<file path="config.mk">
export PLATFORM = sky130hd
export DESIGN_NAME = swap_tblrd_exec
export DESIGN_NICKNAME = d
export VERILOG_FILES = /design/src/core/swap_tblrd_pkg.sv /design/src/core/quarter_counter.sv /design/src/core/swap_tblrd_exec.sv
export SDC_FILE = /design/constraint.sdc
export NUM_CORES = 1
export LEC_CHECK = 0
export CAP_MARGIN = 20
export CORE_UTILIZATION = 63
export DETAILED_ROUTE_END_ITERATION = 10
export DONT_BUFFER_PORTS = 1
export PLACE_DENSITY = 0.86
export REMOVE_ABC_BUFFERS = 1
export SYNTH_ARGS = -nofsm -noshare
export SYNTH_HDL_FRONTEND = slang
export SYNTH_SLANG_ARGS = --single-unit
</file>
<file path="constraint.sdc">
create_clock -name clk -period 1.95 [get_ports clk]
set_clock_uncertainty 0.2 [all_clocks]
set_input_delay 0.39 -clock clk [delete_from_list [all_inputs] [get_ports clk]]
set_output_delay 0.39 -clock clk [all_outputs]
set_load 0.005 [all_outputs]
</file>
<file path="src/core/swap_tblrd_pkg.sv">
// package for the nibble swap and table read execution block
// assumes a core clock of 200 MHz and four phase instruction cycles
`default_nettype none
package swap_tblrd_pkg;
	// *************************
	// opcode fields
	// *************************
	localparam logic [6:0] NIBBLE_SWAP_TOP = 7'h0e; // 0001 110
	localparam logic [5:0] TABLE_READ_TOP = 6'h2a; // 1010 10
	localparam int TABLE_SEL_BIT = 9;
	localparam int TABLE_INC_BIT = 8;
	localparam int SWAP_DEST_BIT = 8;
	// *************************
	// reset values and timing
	// *************************
	localparam logic [15:0] POINTER_RESET = 16'h0000;
	localparam logic [15:0] LATCH_RESET = 16'h0000;
	localparam logic [7:0] PC_LOW_ADDR = 8'h02;
	localparam logic [1:0] PHASE_LAST = 2'h3;
	localparam int CYCLES_NORMAL = 2;
	localparam int CYCLES_PC_LOW = 3;
	typedef enum logic [1:0] {PH_Q1, PH_Q2, PH_Q3, PH_Q4} phase_t;
endpackage
`default_nettype wire

</file>
<file path="src/core/quarter_counter.sv">
// free running four phase counter for the instruction cycle
// assumes one clock per quarter of an instruction cycle
`timescale 1ns/10ps
`default_nettype none
module quarter_counter
(
	input wire logic clk,
	input wire logic reset_n,
	output logic [1:0] phase
);
	// *************************
	// phase counter
	// *************************
	typedef struct packed {logic [1:0] ph;} qstate_t;
	qstate_t state;
	qstate_t next_state;
	// advance one quarter per clock
	always_comb
	begin
		next_state = state;
		next_state.ph = state.ph + 2'h1;
	end
	always_ff @(posedge clk or negedge reset_n)
	begin
		if (!reset_n)
			state <= '0;
		else
			state <= next_state;
	end
	assign phase = state.ph;
endmodule
`default_nettype wire

</file>
<file path="src/core/swap_tblrd_exec.sv">
// execution of nibble swap and table read instructions
// assumes instruction is presented at Q1 with instValid and held one cycle;
// register file data for the source is given on srcData
// How it works
// - swap puts source low nibble high and source high nibble low
// - table read opcode is 101010 then t, i and 8 bit address
// - any address 0..255 and any t and i values are taken
// - t one moves latch high byte, zero moves latch low byte
// - i one increments the pointer after the read, else unchanged
// - table read is two cycles, three when destination is program counter low
// - second cycle puts pointer on address bus, output enable low in Q4
`timescale 1ns/10ps
`default_nettype none
module swap_tblrd_exec
(
	input wire logic clk,
	input wire logic reset_n,
	input wire logic instValid,
	input wire logic [15:0] instWord,
	input wire logic [7:0] srcData,
	input wire logic [15:0] memData,
	output logic [7:0] regWrData,
	output logic [7:0] regWrAddr,
	output logic regWrEn,
	output logic workWrEn,
	output logic [15:0] memAddr,
	output logic memOe_n,
	output logic busy,
	output logic [15:0] tablePointer,
	output logic [15:0] tableLatch
);
	// *************************
	// state
	// *************************
	// a read spends its first cycle on the byte move and its second on the fetch
	typedef enum logic [1:0] {IDLE, RD_FIRST, RD_FETCH, RD_EXTRA} mode_t;
	typedef struct packed {
		mode_t mode;
		logic inc;
		logic [15:0] ptr;
		logic [15:0] lat;
		logic [7:0] wd;
		logic [7:0] wa;
		logic we;
		logic wwe;
		logic [15:0] ma;
		logic oe_n;
		logic bsy;
	} st_t;
	st_t s;
	st_t next_s;
	logic [1:0] phase;
	logic isSwap;
	logic isRead;

	quarter_counter u_phase
	(
		.clk(clk),
		.reset_n(reset_n),
		.phase(phase)
	);

	// decode is reused by logic and by checks
	function automatic logic is_read(input logic [15:0] w);
		is_read = (w[15:10] == swap_tblrd_pkg::TABLE_READ_TOP);
	endfunction
	function automatic logic is_swap(input logic [15:0] w);
		is_swap = (w[15:9] == swap_tblrd_pkg::NIBBLE_SWAP_TOP);
	endfunction
	// only an idle block takes a word, so anything offered during a read is dropped
	assign isSwap = s.mode == IDLE && instValid && phase == 2'(swap_tblrd_pkg::PH_Q1) && is_swap(instWord);
	assign isRead = s.mode == IDLE && instValid && phase == 2'(swap_tblrd_pkg::PH_Q1) && is_read(instWord);

	// *************************
	// next state
	// *************************
	// writes are one clock strobes in Q2; the bus stays quiet outside a read
	always_comb
	begin
		next_s = s;
		next_s.we = 1'b0;
		next_s.wwe = 1'b0;
		next_s.oe_n = 1'b1;
		unique case (s.mode)
			IDLE:
			begin
				if (isSwap)
				begin
					next_s.wd = {srcData[3:0], srcData[7:4]};
					next_s.wa = instWord[7:0];
					next_s.we = instWord[swap_tblrd_pkg::SWAP_DEST_BIT];
					next_s.wwe = !instWord[swap_tblrd_pkg::SWAP_DEST_BIT];
				end
				else if (isRead)
				begin
					// any of 256 addresses and both bit values accepted
					next_s.wa = instWord[7:0];
					next_s.wd = instWord[swap_tblrd_pkg::TABLE_SEL_BIT] ? s.lat[15:8] : s.lat[7:0];
					next_s.we = 1'b1;
					next_s.inc = instWord[swap_tblrd_pkg::TABLE_INC_BIT];
					next_s.mode = RD_FIRST;
				end
			end
			// first cycle: the byte move is out, the memory bus waits for the next cycle
			RD_FIRST:
			begin
				if (phase == swap_tblrd_pkg::PHASE_LAST)
					next_s.mode = RD_FETCH;
			end
			// second cycle: pointer on the bus from Q2, enable low in Q4 only
			RD_FETCH:
			begin
				next_s.ma = s.ptr;
				if (phase == swap_tblrd_pkg::PHASE_LAST - 2'h1)
					next_s.oe_n = 1'b0;
				if (phase == swap_tblrd_pkg::PHASE_LAST)
				begin
					next_s.lat = memData;
					if (s.inc)
						next_s.ptr = s.ptr + 16'h0001;
					next_s.mode = (s.wa == swap_tblrd_pkg::PC_LOW_ADDR) ? RD_EXTRA : IDLE;
				end
			end
			// a program counter low target costs one more cycle for the refetch
			RD_EXTRA:
			begin
				if (phase == swap_tblrd_pkg::PHASE_LAST)
					next_s.mode = IDLE;
			end
		endcase
		// busy has a flop of its own so the pin never comes from a compare
		next_s.bsy = (next_s.mode != IDLE);
	end

	always_ff @(posedge clk or negedge reset_n)
	begin
		if (!reset_n)
		begin
			s <= '0;
			s.ptr <= swap_tblrd_pkg::POINTER_RESET;
			s.lat <= swap_tblrd_pkg::LATCH_RESET;
			s.oe_n <= 1'b1;
			s.mode <= IDLE;
		end
		else
			s <= next_s;
	end

	// outputs come straight from the state flops
	assign regWrData = s.wd;
	assign regWrAddr = s.wa;
	assign regWrEn = s.we;
	assign workWrEn = s.wwe;
	assign memAddr = s.ma;
	assign memOe_n = s.oe_n;
	assign busy = s.bsy;
	assign tablePointer = s.ptr;
	assign tableLatch = s.lat;
endmodule
`default_nettype wire

</file>
# Word-level counts from Yosys, hierarchy flattened
# Cells that the tools add are included.
# word_totals
register_bits	73
latch_bits	0
mem_bits_rw	0
mem_bits_ro	0
in_bits	43
elab_cells	50
memories	0
# classes
addsub	2
multipliers	0
n_div	0
order_cmp	0
eq_ne	8
n_shift	0
muxes	14
bitwise	1
n_reduce_logical	13
# ops
cell	n
17-bit 2-to-1 mux	2
16-bit by 1-bit adder with 16-bit output, second input constant	1
2-bit 2-to-1 mux	5
2-bit equality test, second input constant	4
8-bit by 2-bit equality test with 1-bit output, second input constant	1
8-bit 2-to-1 mux	1
2-bit case mux with 4 select lines	1
7-bit by 4-bit equality test with 1-bit output, second input constant	1
6-bit equality test, second input constant	1
3-bit 2-to-1 mux	2
3-bit AND reduction	2
1-bit logical AND	4
2-bit logical NOT	2
2-bit AND reduction	2
2-bit nonzero test	2
1-bit 2-to-1 mux	3
2-bit by 1-bit adder with 2-bit output, second input constant	1
2-bit by 1-bit equality test with 1-bit output, second input constant	1
1-bit logical NOT	1
1-bit NOT	1

# Logic depth before layout (Yosys ltp)
# depth
word_depth	8
mapped_depth	6
depth_no_buf	5

# Modules after synthesis
# A second synthesis with hierarchy kept.
# unflattened
hier_cells	324
hier_area_um2	3713.6
# modules_own_cells
module	n_inst	cells_per_inst	area_per_inst_um2
swap_tblrd_exec	1	320	3651.0
quarter_counter	1	4	62.6

# Worst setup path before layout
# No wires, ideal clock.
# synth_path
kind	input -> register
from	input instWord[9]
to	register s, in the netlist regWrAddr[6]
setup_ns	0.125
arrival_ns	1.408
required_time_ns	1.625
slack_ns	0.217
stages	5
n_path_buf	2
cell_sequence	buf_6 -> nor4_4 -> o21bai_2 -> buf_6 -> mux2_4
# synth_via
elab_chain_len	4
word_cells_on_any_way	5
# synth_rtl
item	line_no	text
start, declared	swap_tblrd_exec.sv:19	input wire logic [15:0] instWord,
7-bit by 4-bit equality test with 1-bit output *	swap_tblrd_exec.sv:68	is_swap = (w[15:9] == swap_tblrd_pkg::NIBBLE_SWAP_TOP);
1-bit logical AND *	swap_tblrd_exec.sv:71	assign isSwap = s.mode == IDLE && instValid && phase == 2'(swap_tblrd_pkg::PH_Q1) && is_swap(instWord);
2-bit nonzero test (no source line)	-	
2-bit AND reduction (no source line)	-	
end signal, assigned	swap_tblrd_exec.sv:146	s <= next_s;
end, declared	swap_tblrd_exec.sv:50	st_t s;
# Mark *: on every way between the ends. The rest lies on a longest branch, timed or not.
# A chain may end at the register's enable or synchronous reset.

# Worst setup path in the final report
# layout_path
from	register u_phase.state, in the netlist u_phase.phase[1]
to	register s, in the netlist tablePointer[9]
# layout_via
elab_chain_len	2
# layout_rtl
item	line_no	text
start, declared	quarter_counter.sv:15	qstate_t state;
start signal, assigned	quarter_counter.sv:28	state <= next_state;
2-bit equality test	swap_tblrd_exec.sv:116	if (phase == swap_tblrd_pkg::PHASE_LAST)
3-bit AND reduction (no source line)	-	
# No other way between the ends.

==> flow_summary.ini <==
[timing]
fin_hold_ws_ps = -461
rsz0062_at_grt = false
hold_viol = 73
worst_pin_slew_ps = 550
fmax_mhz = 551
min_period_ps = 1820
relSlewSlack = 0.632
setup_viol = 0
drv_slew = 0
period_share = 0.931
fin_setup_tns_ps = 0

[grt]
grt_max_degree = 74
gr-usage-met3 = 0.0857
antenna_found_initial = 0
met2_usage = 0.384
grt_pass1_vias = 2256
track_usage = 0.233
use_met1 = 0.271
busiest_layer = met2
grt_pass1_wl_um = 10700
grt_remaining_overflow = 0

[synthesis]
ys_types = 33
synth_seq_cells = 73
postSynthCellCount = 321
yosys_warnings = 0
yosysSeqAreaShare = 0.513
syn_area_per_cell_um2 = 11.1
synth_area_um2 = 3560

[setup_path]
required_ps = 2010
crit_slowest_cell = or2_2
cp-end-kind = register
cp-start-kind = register
path_cells = ha_2, nand4b_1, or2_2, nor3_1, xor2_1
cpPeakStageDelay_ps = 380
criticalPathCategory = reg2reg
r2r_slack_ps = 130
worst_ep_arrival_time_ps = 1880
crit_path_max_fanout = 6

[cts]
clkTransAtPathRegs_ps = 70
cts_buffers = 9
cts_tree = built
cts_sinks = 73
cts_setup_buffers = 0
clock_latency_ps = 340
root_buffer = clkbuf_8
cts_hold_buf = 24
cts.path.max_buffers = 2
h-tree-depth = 3

[drt]
drt-vias-per-instance = 5.65
routed_wl_um = 6370
dr.first_iter.drc_count = 116
ant_nets = 0
post_drt_wl_per_cell_um = 17.4
drcViolationCount = 0
firstDrtPassIters = 4
vias = 2063

[die]
die_w_um = 77.2
core_area_um2 = 5470
die_y_um = 77.2
io_pins = 111
rows = 27
die_area_um2 = 5960
start_util = 0.651

[final_layout]
fin_nets = 335
area_growth_pct = 0.807
layout_common_cells = dfrtp_1 (72), nand2_1 (61), mux2_2 (31)
num_antenna_cells = 0
mostFrequentLayoutCell = dfrtp_1
fill_cells = 421
final_util = 0.657
drive_above_1_share = 0.205
layout.cells.non_filler = 365

[place]
io_buffers = 0
gp_congestion = 0.759
dp.final_hpwl_um = 4240
placed_cells = 325

[run_status]
status = finished with violations
violations = hold timing

[power_and_ir_drop]
peakVddDrop_mv = 0.667
leakagePower_nw = 1.69
powerDensity_nw_per_um2 = 831

[job]
cap_violations = 0

[hold_path]
min_path_type = in2async
-- final timing paths --
| path | depth (start not counted) | from | to |
|---|---|---|---|
| setup reg to reg | 5 | u_phase.phase[1] | tablePointer[9] |
| max in group asynchronous | 0 | reset_n | memOe_n |
| hold reg to reg | 1 | u_phase.phase[0] | u_phase.phase[0] |
| min in group clk | 1 | instWord[1] | regWrAddr[1] |
| hold / removal | 0 | reset_n | memAddr[15] |
| setup / recovery | 5 | u_phase.phase[1] | tablePointer[9] |
-- registers in the layout, summed over array words and instances (netlist names) --
register / cells
s: 3
regWrEn: 1
regWrData: 8
tablePointer: 16
u_phase.phase: 2
busy: 1
regWrAddr: 8
memOe_n: 1
tableLatch: 16
workWrEn: 1
memAddr: 16
-- Yosys cell counts --
cell type  number  area share
a21oi_1         3      0.0042
a22oi_1         8       0.017
and3_1          3      0.0053
and4b_1         1      0.0028
buf_2           3      0.0042
buf_4          66        0.14
buf_6           2      0.0063
clkbuf_1        3      0.0032
dfrtp_1        72        0.51
dfstp_2         1      0.0074
ha_1            4       0.014
inv_1           4      0.0042
mux2_2         31       0.098
mux2_4          2      0.0084
nand2_1        61       0.064
nand2_2         1      0.0018
nand2b_1        1      0.0018
nand3_1         5      0.0070
nand4_1         6       0.011
nand4b_1        1      0.0025
nor2_1          8      0.0084
nor2b_1         3      0.0053
nor3_1          2      0.0028
nor3_2          1      0.0028
nor3b_1         1      0.0021
nor4_1          1      0.0018
nor4_4          1      0.0060
o21bai_2        1      0.0032
o221ai_1        1      0.0025
o2bb2ai_1       8       0.020
or2_2           1      0.0018
xnor2_1        12       0.029
xor2_1          3      0.0074
-- timing repair --
| action | CTS | global route |
|---|---|---|
| endpoints found under the hold margin | 99 | 73 |
| endpoints found under the setup margin | 0 | 6 |
| gates resized for setup | 0 | 2 |
-- routing by layer --
layer  share of wire  wire (µm)
met3           0.088        560
met2            0.50       3170
met5               0          0
met4           0.013         82
met1            0.40       2550
-- area by class of cell --
class	instances	area (µm²)	share of cell area
clock buffer	11	131	0.0366
multi-input combinational	170	1190	0.330
sequential	73	1830	0.509
tap	72	90.1	0.0251
inverter	4	15.0	0.00418
timing repair buffer	30	285	0.0794
clock inverter	5	56.3	0.0157
-- report_power, final --
group          internal, mW  total, mW  switching (mW)  leakage [nW]
Clock                 0.590       1.13           0.540        0.0933
Combinational         0.124      0.189          0.0653         0.627
Sequential             1.59       1.67          0.0779         0.971
-- worst max-delay path: cells and delay by family (launching register included) --
kind,cells,cell delay [ps]
xor gates and xnor gates,1,160
and+or+nand+nor,3,770
DFF,1,370
adders and majority gates,1,240
-- through the flow --
step | setup WS, ps | power [mW] | hold slack, ps | instance area [µm²]
after floorplan | -167 | 1.79 | -106 | 3020
after detailed placement | 46.7 | 1.84 | -104 | 3160
after global placement | 90.6 | 1.83 | -104 | 3160
final | 135 | 2.99 | -461 | 3590
after CTS | 73.4 | 3.01 | -481 | 3580
after global routing | 15.5 | 3.09 | -485 | 3590
-- kinds of logic after synthesis --
| kind of cell | after synthesis | synth area share |
|---|---|---|
| AOI/OAI and AO/OA | 21 | 0.0463 |
| muxes | 33 | 0.106 |
| xor gates and xnor gates | 15 | 0.0369 |
| buffers and inverters | 78 | 0.157 |
| adders and majority gates | 4 | 0.0140 |
| and+or+nand+nor | 97 | 0.127 |
| DFF | 73 | 0.513 |
No activity file was read; power rests on OpenSTA's default activity.
